==> src/hw/dac_cfg_pkg.sv <==
package dac_cfg_pkg;
   // ***********************************************
   // Widths and counts
   // ***********************************************
   localparam int unsigned DATA_W     = 14;
   localparam int unsigned CHANNELS   = 8;
   localparam int unsigned GAIN_SHIFT = 14;
   // ***********************************************
   // Register byte offsets
   // ***********************************************
   localparam logic [11:0] CFG_OFFSET  = 12'h000;
   localparam logic [11:0] CHAN_OFFSET = 12'h040;
   // ***********************************************
   // Configuration field positions
   // ***********************************************
   localparam int unsigned READBACK_SEL_BIT = 13;
   localparam int unsigned SYNC_LOAD_BIT    = 12;
   localparam int unsigned SOFT_RESET_BIT   = 11;
   localparam int unsigned PD_A_BIT         = 10;
   localparam int unsigned PD_B_BIT         = 9;
   localparam int unsigned CAL_EN_BIT       = 8;
   localparam int unsigned BUSY_BIT         = 7;
   localparam int unsigned SPAN_A_BIT       = 6;
   localparam int unsigned SPAN_B_BIT       = 5;
   // ***********************************************
   // Reset values and correction constants
   // ***********************************************
   localparam logic [13:0] CFG_RESET  = 14'h2000;
   localparam logic [13:0] CHAN_RESET = 14'h0000;
   localparam logic [14:0] GAIN_UNITY = 15'h2000;
   localparam logic [13:0] CODE_MAX   = 14'h3FFF;
   // ***********************************************
   // Bus responses
   // ***********************************************
   localparam logic [1:0] RESP_OKAY   = 2'h0;
   localparam logic [1:0] RESP_SLVERR = 2'h2;
endpackage : dac_cfg_pkg

==> src/hw/dac_config_control_register.sv <==
// The register addresses and the AXI4-Lite register port were decided locally.
`timescale 1ns/1ps
// How it works
// - Channel read gives input value if select is 0, channel data if 1.
// - Under correction, input keeps raw word, channel data keeps corrected one.
// - Sync load with pin high waits for write and correction, loads written channels.
// - Any load reloads only latches of channels written since last load.
// - Sync load bit clears itself once the latch update is done.
// - Sync load bit ignored while the load pin is low.
// - Correction off, sync load updates latches right after the write.
// - Soft reset bit resets all like hardware reset, then reads 0.
// - Group A powerdown bit powers down channels 0 to 3.
// - Group B powerdown bit powers down channels 4 to 7.
// - Calibration on: word corrected by gain and zero, then latched.
// - Calibration off: word passes unchanged to channel data, then latch.
// - Busy flag reads 1 while any channel awaits correction.
// - Busy flag is 0 whenever calibration is disabled.
// - Group A span bit picks six or four times reference A.
// - Group A span change reloads group A offset trim.
// - Group B span bit picks six or four times reference B.
// - Group B span change reloads group B offset trim.
// - Lowest five config bits ignore writes and read zero.
// - Config reads 2000h after reset.
module dac_config_control_register #(
   parameter int unsigned ADDR_W = 12
) (
   input  wire logic                   aclk,
   input  wire logic                   aresetn,
   input  wire logic [ADDR_W-1:0]      s_axi_awaddr,
   input  wire logic                   s_axi_awvalid,
   output      logic                   s_axi_awready,
   input  wire logic [31:0]            s_axi_wdata,
   input  wire logic [3:0]             s_axi_wstrb,
   input  wire logic                   s_axi_wvalid,
   output      logic                   s_axi_wready,
   output      logic [1:0]             s_axi_bresp,
   output      logic                   s_axi_bvalid,
   input  wire logic                   s_axi_bready,
   input  wire logic [ADDR_W-1:0]      s_axi_araddr,
   input  wire logic                   s_axi_arvalid,
   output      logic                   s_axi_arready,
   output      logic [31:0]            s_axi_rdata,
   output      logic [1:0]             s_axi_rresp,
   output      logic                   s_axi_rvalid,
   input  wire logic                   s_axi_rready,
   input  wire logic                   async_latch_load_n,
   input  wire logic [8*14-1:0]        gain_codes,
   input  wire logic [8*14-1:0]        zero_codes,
   output      logic [8*14-1:0]        latch_values,
   output      logic                   group_a_powerdown,
   output      logic                   group_b_powerdown,
   output      logic                   group_a_span,
   output      logic                   group_b_span,
   output      logic                   offset_reload_a,
   output      logic                   offset_reload_b,
   output      logic                   calibration_enable,
   output      logic                   engine_busy_flag
);
   localparam int unsigned N = dac_cfg_pkg::CHANNELS;
   localparam int unsigned W = dac_cfg_pkg::DATA_W;

   logic          soft_rst;
   logic          rst_all;
   logic          readback_sel;
   logic          sync_pending;
   logic [N-1:0]  pending;
   logic [N-1:0]  accessed;
   logic [W-1:0]  input_data [N];
   logic [W-1:0]  chan_data  [N];
   logic          wr_hs;
   logic          wr_cfg;
   logic          wr_ch;
   logic [2:0]    wr_idx;
   logic [W-1:0]  wr_word;
   logic [W-1:0]  cfg_view;
   logic          sync_set;
   logic          do_load;
   logic          fire;
   logic [2:0]    fire_idx;
   logic [W-1:0]  corrected;
   logic          rd_cfg;
   logic          rd_ch;
   logic [2:0]    rd_idx;

   // Byte lanes merged into the old value, narrow data in low bits
   function automatic logic [13:0] merge(input logic [13:0] old, input logic [31:0] d,
                                         input logic [3:0] s);
      merge = {s[1] ? d[13:8] : old[13:8], s[0] ? d[7:0] : old[7:0]};
   endfunction : merge

   // Gain 0..3FFFh spans 0.5..1.5, zero is twos complement, result saturates
   function automatic logic [13:0] correct(input logic [13:0] x, input logic [13:0] g,
                                           input logic [13:0] z);
      logic [29:0] prod;
      logic signed [16:0] sum;
      prod = 30'(x) * 30'(dac_cfg_pkg::GAIN_UNITY + 15'(g));
      sum  = signed'({2'b00, prod[28:14]}) + 17'(signed'(z));
      if (sum < 0) begin
         correct = 14'h0000;
      end else if (sum > 17'(dac_cfg_pkg::CODE_MAX)) begin
         correct = dac_cfg_pkg::CODE_MAX;
      end else begin
         correct = sum[13:0];
      end
   endfunction : correct

   // ***********************************************
   // Reset
   // ***********************************************
   // Soft reset is a one-cycle pulse folded into the common reset
   assign rst_all = !aresetn || soft_rst;

   always_ff @(posedge aclk) begin
      if (!aresetn) begin
         soft_rst <= 1'b0;
      end else begin
         soft_rst <= wr_cfg && wr_word[dac_cfg_pkg::SOFT_RESET_BIT] && !soft_rst;
      end
   end

   // ***********************************************
   // Write channel
   // ***********************************************
   // Address and data taken together; no response buffering needed
   assign wr_hs         = s_axi_awvalid && s_axi_wvalid && !s_axi_bvalid;
   assign s_axi_awready = wr_hs;
   assign s_axi_wready  = wr_hs;
   assign wr_cfg = wr_hs && s_axi_awaddr[11:0] == dac_cfg_pkg::CFG_OFFSET;
   assign wr_ch  = wr_hs && s_axi_awaddr[11:5] == dac_cfg_pkg::CHAN_OFFSET[11:5]
                   && s_axi_awaddr[1:0] == 2'b00;
   assign wr_idx = s_axi_awaddr[4:2];
   assign wr_word = merge(wr_cfg ? cfg_view : input_data[wr_idx], s_axi_wdata, s_axi_wstrb);

   always_ff @(posedge aclk) begin
      if (!aresetn) begin
         s_axi_bvalid <= 1'b0;
         s_axi_bresp  <= dac_cfg_pkg::RESP_OKAY;
      end else if (wr_hs) begin
         s_axi_bvalid <= 1'b1;
         s_axi_bresp  <= (wr_cfg || wr_ch) ? dac_cfg_pkg::RESP_OKAY : dac_cfg_pkg::RESP_SLVERR;
      end else if (s_axi_bready) begin
         s_axi_bvalid <= 1'b0;
      end
   end

   // ***********************************************
   // Configuration fields
   // ***********************************************
   // pin low blocks the sync load request
   assign sync_set = wr_cfg && wr_word[dac_cfg_pkg::SYNC_LOAD_BIT] && async_latch_load_n;

   always_ff @(posedge aclk) begin
      if (rst_all) begin
         readback_sel       <= dac_cfg_pkg::CFG_RESET[dac_cfg_pkg::READBACK_SEL_BIT];
         group_a_powerdown  <= dac_cfg_pkg::CFG_RESET[dac_cfg_pkg::PD_A_BIT];
         group_b_powerdown  <= dac_cfg_pkg::CFG_RESET[dac_cfg_pkg::PD_B_BIT];
         calibration_enable <= dac_cfg_pkg::CFG_RESET[dac_cfg_pkg::CAL_EN_BIT];
         group_a_span       <= dac_cfg_pkg::CFG_RESET[dac_cfg_pkg::SPAN_A_BIT];
         group_b_span       <= dac_cfg_pkg::CFG_RESET[dac_cfg_pkg::SPAN_B_BIT];
      end else if (wr_cfg && !wr_word[dac_cfg_pkg::SOFT_RESET_BIT]) begin
         readback_sel       <= wr_word[dac_cfg_pkg::READBACK_SEL_BIT];
         group_a_powerdown  <= wr_word[dac_cfg_pkg::PD_A_BIT];
         group_b_powerdown  <= wr_word[dac_cfg_pkg::PD_B_BIT];
         calibration_enable <= wr_word[dac_cfg_pkg::CAL_EN_BIT];
         group_a_span       <= wr_word[dac_cfg_pkg::SPAN_A_BIT];
         group_b_span       <= wr_word[dac_cfg_pkg::SPAN_B_BIT];
      end
   end

   // reload pulse whenever span A changes, soft reset included
   always_ff @(posedge aclk) begin
      if (!aresetn) begin
         offset_reload_a <= 1'b0;
         offset_reload_b <= 1'b0;
      end else if (soft_rst) begin
         offset_reload_a <= group_a_span;
         offset_reload_b <= group_b_span;
      end else begin
         offset_reload_a <= wr_cfg && !wr_word[dac_cfg_pkg::SOFT_RESET_BIT]
                            && wr_word[dac_cfg_pkg::SPAN_A_BIT] != group_a_span;
         // reload pulse on span B change
         offset_reload_b <= wr_cfg && !wr_word[dac_cfg_pkg::SOFT_RESET_BIT]
                            && wr_word[dac_cfg_pkg::SPAN_B_BIT] != group_b_span;
      end
   end

   // held until correction is done, set wins over clear
   always_ff @(posedge aclk) begin
      if (rst_all) begin
         sync_pending <= 1'b0;
      end else if (sync_set) begin
         sync_pending <= 1'b1;
      end else if (do_load) begin
         sync_pending <= 1'b0;
      end
   end

   // low bits read zero; busy only from engine state
   always_comb begin
      cfg_view = '0;
      cfg_view[dac_cfg_pkg::READBACK_SEL_BIT] = readback_sel;
      cfg_view[dac_cfg_pkg::SYNC_LOAD_BIT]    = sync_pending;
      cfg_view[dac_cfg_pkg::PD_A_BIT]         = group_a_powerdown;
      cfg_view[dac_cfg_pkg::PD_B_BIT]         = group_b_powerdown;
      cfg_view[dac_cfg_pkg::CAL_EN_BIT]       = calibration_enable;
      cfg_view[dac_cfg_pkg::BUSY_BIT]         = engine_busy_flag;
      cfg_view[dac_cfg_pkg::SPAN_A_BIT]       = group_a_span;
      cfg_view[dac_cfg_pkg::SPAN_B_BIT]       = group_b_span;
   end

   // ***********************************************
   // Correction engine
   // ***********************************************
   // One channel per cycle, lowest index first
   always_comb begin
      fire_idx = 3'd0;
      for (int i = N - 1; i >= 0; i--) begin
         if (pending[i]) begin
            fire_idx = 3'(i);
         end
      end
   end
   assign fire = calibration_enable && (pending != '0);
   assign corrected = correct(input_data[fire_idx], gain_codes[14*fire_idx +: 14],
                              zero_codes[14*fire_idx +: 14]);
   // busy while work remains; forced low without calibration
   assign engine_busy_flag = fire;

   always_ff @(posedge aclk) begin
      if (rst_all || !calibration_enable) begin
         pending <= '0;
      end else begin
         for (int i = 0; i < N; i++) begin
            if (wr_ch && wr_idx == 3'(i)) begin
               pending[i] <= 1'b1;
            end else if (fire && fire_idx == 3'(i)) begin
               pending[i] <= 1'b0;
            end
         end
      end
   end

   // ***********************************************
   // Channel storage and latches
   // ***********************************************
   // pin low is a transparent load of written channels
   assign do_load = !async_latch_load_n || (sync_pending && !fire);

   always_ff @(posedge aclk) begin
      if (rst_all) begin
         for (int i = 0; i < N; i++) begin
            input_data[i] <= dac_cfg_pkg::CHAN_RESET;
            chan_data[i]  <= dac_cfg_pkg::CHAN_RESET;
         end
         accessed <= '0;
      end else begin
         for (int i = 0; i < N; i++) begin
            if (wr_ch && wr_idx == 3'(i)) begin
               // raw word always kept in input stage
               input_data[i] <= wr_word;
            end
            if (wr_ch && wr_idx == 3'(i) && !calibration_enable) begin
               chan_data[i] <= wr_word;
               accessed[i]  <= 1'b1;
            end else if (fire && fire_idx == 3'(i)) begin
               chan_data[i] <= corrected;
               accessed[i]  <= 1'b1;
            end else if (do_load) begin
               accessed[i]  <= 1'b0;
            end
         end
      end
   end

   // with correction off this lands the cycle after the write
   always_ff @(posedge aclk) begin
      if (rst_all) begin
         latch_values <= '0;
      end else begin
         for (int i = 0; i < N; i++) begin
            if (do_load && accessed[i]) begin
               latch_values[14*i +: 14] <= chan_data[i];
            end
         end
      end
   end

   // ***********************************************
   // Read channel
   // ***********************************************
   assign s_axi_arready = !s_axi_rvalid;
   assign rd_cfg = s_axi_araddr[11:0] == dac_cfg_pkg::CFG_OFFSET;
   assign rd_ch  = s_axi_araddr[11:5] == dac_cfg_pkg::CHAN_OFFSET[11:5]
                   && s_axi_araddr[1:0] == 2'b00;
   assign rd_idx = s_axi_araddr[4:2];

   always_ff @(posedge aclk) begin
      if (!aresetn) begin
         s_axi_rvalid <= 1'b0;
         s_axi_rdata  <= '0;
         s_axi_rresp  <= dac_cfg_pkg::RESP_OKAY;
      end else if (s_axi_arvalid && s_axi_arready) begin
         s_axi_rvalid <= 1'b1;
         s_axi_rresp  <= (rd_cfg || rd_ch) ? dac_cfg_pkg::RESP_OKAY : dac_cfg_pkg::RESP_SLVERR;
         if (rd_cfg) begin
            s_axi_rdata <= {18'h00000, cfg_view};
         end else if (rd_ch) begin
            s_axi_rdata <= {18'h00000, readback_sel ? chan_data[rd_idx] : input_data[rd_idx]};
         end else begin
            s_axi_rdata <= '0;
         end
      end else if (s_axi_rready) begin
         s_axi_rvalid <= 1'b0;
      end
   end
endmodule : dac_config_control_register

==> config.mk <==
export PLATFORM = sky130hd
export DESIGN_NAME = dac_config_control_register
export DESIGN_NICKNAME = d
export VERILOG_FILES = /design/src/hw/dac_cfg_pkg.sv /design/src/hw/dac_config_control_register.sv
export SDC_FILE = /design/constraint.sdc
export NUM_CORES = 1
export LEC_CHECK = 0
export ABC_CLOCK_PERIOD_IN_PS = 26700
export BUFFER_PORTS_ARGS = -buffer_cell sky130_fd_sc_hd__buf_2
export CAP_MARGIN = 5
export CORE_ASPECT_RATIO = 0.6
export CORE_MARGIN = 1.5
export CORE_UTILIZATION = 50
export CTS_CLUSTER_SIZE = 30
export DETAILED_ROUTE_END_ITERATION = 12
export PLACE_DENSITY_LB_ADDON = 0.05
export SLEW_MARGIN = 30
export SYNTH_ARGS = -nofsm -noshare
export SYNTH_HDL_FRONTEND = slang
export SYNTH_SLANG_ARGS = --single-unit
==> constraint.sdc <==
create_clock -name aclk -period 26.7 [get_ports aclk]
set_input_delay 2.67 -clock aclk [delete_from_list [all_inputs] [get_ports aclk]]
set_output_delay 2.67 -clock aclk [all_outputs]
set_load 0.005 [all_outputs]
---- Word-level counts from Yosys, hierarchy flattened ----
Memories as Yosys holds them, arrays and structs flattened. A register that Yosys moved wholly into a read port is not among the register bits.
Cells that the tools add are included.
cells by class
  add/subtract/negate cells ............... 2
  multipliers ............................. 2
  divide/modulo/power cells ............... 0
  $lt $le $gt $ge ......................... 2
  eq/ne operators ......................... 18
  shifts and indexed selects .............. 2
  multiplexer cells ....................... 164
  bitwise logic cells ..................... 24
  reductions and logical operators ........ 87
operators by type and width
  kind                                                                    count
  14-bit two-way mux                                                      30
  112-bit by 8-bit variable part select with 14-bit output                2
  1-bit two-way mux                                                       122
  1-bit logical AND                                                       48
  14-bit by 15-bit multiplier with 29-bit output                          1
  3-bit equality test, second input constant                              8
  12-bit logical NOT                                                      2
  3-bit two-way mux                                                       8
  1-bit bitwise OR                                                        24
  3-bit nonzero test                                                      8
  2-bit nonzero test                                                      11
  16-bit by 14-bit adder with 17-bit output                               1
  17-bit by 14-bit > comparator with 1-bit output, second input constant  1
  17-bit by 1-bit < comparator with 1-bit output, second input constant   1
  14-bit by 14-bit adder with 15-bit output, first input constant         1
  7-bit by 2-bit equality test with 1-bit output, second input constant   2
  3-bit by 2-bit equality test with 1-bit output, second input constant   4
  1-bit logical NOT                                                       8
  8-bit two-way mux                                                       1
  8-bit nonzero test                                                      1
  3-bit by 1-bit equality test with 1-bit output, second input constant   2
  3-bit logical NOT                                                       2
  3-bit by 3-bit multiplier with 6-bit output, first input constant       1
  6-bit two-way mux                                                       1
  4 further kinds                                                         11
storage, ports and cells
  register bits after elaboration ......... 64
  latch bits .............................. 0
  bits in writable memories ............... 224
  bits in read-only memories .............. 0
  bits of input ports ..................... 292
  output and inout bits ................... 161
  logic and storage cells ................. 334
  memories ................................ 2
memory list
  memory      words  bits a word  rd ports  clocked after Yosys merged registers in  write ports  line                               RTL
  chan_data   8      14           9         8                                        8            dac_config_control_register.sv:69  logic [W-1:0] chan_data [N];
  input_data  8      14           3         0                                        8            dac_config_control_register.sv:68  logic [W-1:0] input_data [N];

---- Longest topological paths before layout ----
  word-level depth ........................ 17
  mapped depth ............................ 48
  mapped depth without buffers ............ 43

---- Least setup slack after synthesis ----
Ideal clock, no wire load.
  path kind ............................... input-to-reg
  from .................................... input port gain_codes[50]
  to ...................................... memory chan_data[0][6] (netlist bit), data pin
  data arrival time ....................... 10.650 ns
  required time ........................... 26.420 ns
  setup slack ............................. 15.770 ns
  stages .................................. 38
  path through ............................ nand2_1 -> nand3_1 -> a21oi_1 -> a221oi_1 -> clkbuf_1 -> nand2_1 -> fa_1 -> fa_1 -> inv_1 -> fa_1 -> fa_1 -> fa_1 -> inv_1 -> fa_1 -> inv_1 -> ha_1 -> a21oi_1 -> o21ai_0 -> (+2 left out) -> a211oi_1 -> nand2_1 -> a31oi_1 -> o21bai_1 -> a211oi_1 -> a311oi_1 -> ha_1 -> a21o_1 -> a21o_1 -> a21o_1 -> a21oi_1 -> a31oi_1 -> or4b_2 -> nand3_1 -> o21ai_2 -> buf_4 -> nor2b_1 -> o22ai_1
RTL lines
  element          line                               RTL
  start, declared  dac_config_control_register.sv:47  input wire logic [8*14-1:0] gain_codes,
  end, declared    dac_config_control_register.sv:69

==> out/qor.json <==
{
  "max-slew-margin-rel": {"value": 28.1, "unit": "%"},
  "die_area": {"value": 0.0557, "unit": "mm2"},
  "timing.rr.start": {"value": "pending[0]"},
  "peak_supply_drop": {"value": 0.128, "unit": "mV"},
  "largest_net_degree_at_the_start_of_global_routing": {"value": 96},
  "clock_tree.buffer_depth": {"value": 3},
  "async_reset_ff_share": {"value": 0, "unit": "%"},
  "worst-r2r-cell-count": {"value": 39},
  "routed_via_density": {"value": 6.21},
  "p_total": {"value": 2.51, "unit": "mW"},
  "dp_hpwl": {"value": 75800, "unit": "um"},
  "utilization": {"value": 58.3, "unit": "%"},
  "cp_max_fo": {"value": 73},
  "setup.reg_to_reg.worst_slack": {"value": 13.30, "unit": "ns"},
  "dominant_cell_type_by_count_on_the_critical_path": {"value": "fa_1"},
  "hold_path_depth": {"value": 2},
  "die_width": {"value": 304, "unit": "um"},
  "postSynth.topFlopCell": {"value": "edfxtp_1"},
  "rsz0062_at_grt": {"value": "false"},
  "clock_latency": {"value": 0.55, "unit": "ns"},
  "critical_path.reg2reg.endpoint": {"value": "chan_data[3][9]"},
  "worstHoldEndpoint": {"value": "latch_values[26]"},
  "leak_pwr": {"value": 13.4, "unit": "nW"},
  "crit_type": {"value": "flip-flop to flip-flop"},
  "cts.repair.resized": {"value": 0},
  "final_layout_size_suffix_gt1_share": {"value": 21.5, "unit": "%"},
  "grt_usage": {"value": 35.7, "unit": "%"},
  "cts_tree": {"value": "yes"},
  "worst_ep_required_time": {"value": 27.02, "unit": "ns"},
  "drt_iter0_markers": {"value": 3067},
  "setup-tns-final": {"value": 0, "unit": "ns"},
  "cts.sinks": {"value": 380},
  "synthesized_area_per_cell": {"value": 9.54, "unit": "um2"},
  "yosysWarnings": {"value": 0},
  "relative_area_change_from_synthesis_to_final_layout": {"value": 14.1, "unit": "%"},
  "wl": {"value": 100000, "unit": "um"},
  "clk_pin_slew_worst_paths": {"value": 0.07, "unit": "ns"},
  "antenna_found_initial": {"value": 4},
  "synth-seq-area-share": {"value": 36.3, "unit": "%"},
  "ant_nets": {"value": 0},
  "place_area": {"value": 0.0298, "unit": "mm2"},
  "slowest_stage": {"value": "a211oi_2"},
  "clock.fmax": {"value": 74.6, "unit": "MHz"},
  "synth.ff_latch_count": {"value": 380},
  "drt_pre_antenna_iters": {"value": 6},
  "hold_viol_final": {"value": 0},
  "worst_pin_slew": {"value": 1.08, "unit": "ns"},
  "finalWorstPathRequiredPeriod": {"value": 13.40, "unit": "ns"},
  "startpoint_type": {"value": "flip-flop"},
  "synth.cell_area": {"value": 0.0271, "unit": "mm2"},
  "globalRoute.totalOverflow": {"value": 0},
  "timing.hold.worst.class": {"value": "flip-flop to flip-flop"},
  "post_cts.repair.setup_buffers": {"value": 0},
  "hold_path.startpoint": {"value": "latch_values[26]"},
  "grt_pass1_vias": {"value": 23600},
  "mostFrequentLayoutCell": {"value": "nand2_1"},
  "drv_cap": {"value": 0},
  "outcome": {"value": "complete, no violations"},
  "crit_path_max_incr_delay": {"value": 0.91, "unit": "ns"},
  "critPathCaptureType": {"value": "flip-flop"},
  "remaining_drc_errors": {"value": 0},
  "boundaryPins": {"value": 453},
  "post_synth_num_cell_types": {"value": 81},
  "total_via_count_in_the_routed_design": {"value": 24200},
  "pwr_density_cell": {"value": 81.0, "unit": "mW/mm2"},
  "critical_path_arrival": {"value": 13.72, "unit": "ns"},
  "cts_root_buf": {"value": "clkbuf_16"},
  "cts_hold_buf": {"value": 0},
  "cts_inserted_buffers": {"value": 34},
  "synth_enable_flop_cells": {"value": 224},
  "setup_viol_count_final": {"value": 0},
  "final_area": {"value": 0.0310, "unit": "mm2"},
  "ratio_of_final_minimum_period_to_clock_period": {"value": 50.2, "unit": "%"},
  "io_buffer_count": {"value": 412},
  "starting_density_of_the_core": {"value": 51.1, "unit": "%"},
  "layout_common_cells": {"value": "nand2_1, buf_2, edfxtp_1"},
  "worst_clock_skew": {"value": 0.0287, "unit": "ns"},
  "final_net_count": {"value": 3710},
  "detail_route.wl_per_cell": {"value": 25.7, "unit": "um"},
  "die_height": {"value": 183, "unit": "um"},
  "placeableCoreArea": {"value": 0.0531, "unit": "mm2"},
  "num_rows": {"value": 65},
  "wire_length_of_the_first_global_routing_pass": {"value": 148000, "unit": "um"},
  "syn-instance-count": {"value": 2844},
  "globalplace.congestion": {"value": 0.985},
  "cts-htree-levels": {"value": 2},
  "slew_viol_final": {"value": 0}
}
[synthesized netlist by cell type, types with 6 or more instances]
library cell	n	area, um2
a21o_1	22	165
mux4_2	97	2180
xor2_1	13	114
xnor2_1	16	140
a221oi_1	37	324
buf_1	18	67.6
mux2i_1	48	480
o21ai_0	29	145
inv_1	206	773
a32oi_1	7	61.3
edfxtp_1	224	6730
o31ai_1	22	165
ha_1	104	1300
nand2_1	583	2190
buf_4	23	173
mux2_2	8	90.1
nand2b_1	31	194
a21oi_1	192	961
and2_1	21	131
a211o_1	7	61.3
nor4_1	7	43.8
and2_0	9	56.3
o22a_1	8	70.1
dfxtp_1	156	3120
o21bai_1	6	45.0
nand3_1	106	531
clkbuf_1	151	567
fa_1	152	3040
a211oi_1	22	165
nor2_1	199	747
o221ai_1	22	193
a31oi_1	6	37.5
nor2b_1	43	269
or2_2	7	43.8
o22ai_1	83	519
o211ai_1	11	82.6
a22oi_1	28	210
o211a_1	10	100
o21a_1	10	75.1
nor3_1	10	50.1
buf_2	18	90.1
[critical path, delay by kind of cell (launching register included)]
family / cells / cell delay, ns
AOI/OAI and AO/OA: 15 / 4.44
xor gates and xnor gates: 1 / 0.16
adders and majority gates: 8 / 3.82
buffers and inverters: 5 / 1.12
DFF: 1 / 0.46
and+or+nand+nor: 10 / 3.09
[logic make-up (layout without fill, tap and decap cells)]
| family | Yosys count | in the layout | synth area share (%) |
|---|---|---|---|
| flip-flops | 380 | 380 | 36.3 |
| AND/OR/NAND/NOR | 1048 | 1048 | 16.6 |
| buffers and inverters | 417 | 740 | 6.18 |
| AO/OA/AOI/OAI | 559 | 559 | 13.8 |
| other | 2 | 24 | 0.0277 |
| adder cells (fa/ha/maj) | 256 | 256 | 16.0 |
| XOR/XNOR | 29 | 29 | 0.936 |
| multiplexers | 153 | 153 | 10.2 |
[how the worst max path moves through the flow]
stage / slack [ns] / cells past startpoint / start / to
6_report: 13.30 / 39 / pending[0] / chan_data[3][9]
5_1_grt: 12.58 / 39 / pending[0] / chan_data[0][11]
4_1_cts: 13.36 / 39 / pending[0] / chan_data[3][9]
3_5_place_dp: 13.37 / 37 / gain_codes[46] / chan_data[6][9]
3_3_place_gp: 13.39 / 37 / gain_codes[102] / chan_data[3][9]
2_1_floorplan: 15.77 / 38 / gain_codes[50] / chan_data[0][6]
[area by class of cell]
type,count,area (um2)
fillers,4661,22200
inverters,206,773
clock buffers,52,1020
multi-input cells,2068,15900
diodes,1,2.50
flip-flops and latches,380,9850
repair buffers,472,2510
well taps,703,880
clock inverters,10,66.3
[report_power, final]
group          switching [mW]  leakage, nW  internal [mW]
sequential             0.0116         3.58          0.636
clock                   0.230        0.539          0.266
combinational           0.906         9.26          0.457
total                    1.15         13.4           1.36
[state kept, by name (all words and copies together), names as in the netlist, 8 cells and up]
signal,count
latch_values,112
accessed,8
pending,8
chan_data,112
input_data,112
s_axi_rdata,14
[through the flow]
stage	setup WS, ns	hold slack (ns)	cells
floorplan	15.77	0.446	2865
global placement	13.39	0.443	3826
global route	12.58	0.473	3892
finish	13.30	0.451	3892
CTS	13.36	0.453	3889
detailed placement	13.37	0.443	3827
[routing by layer]
layer	wire length, um	vias up	GRT usage (%)
li1	-	10600	-
met3	16200	159	16.1
met1	42100	11900	51.3
met2	39700	1543	49.6
met4	2000	0	6.55
met5	0	-	0
Power figures use the tool's default switching activity.
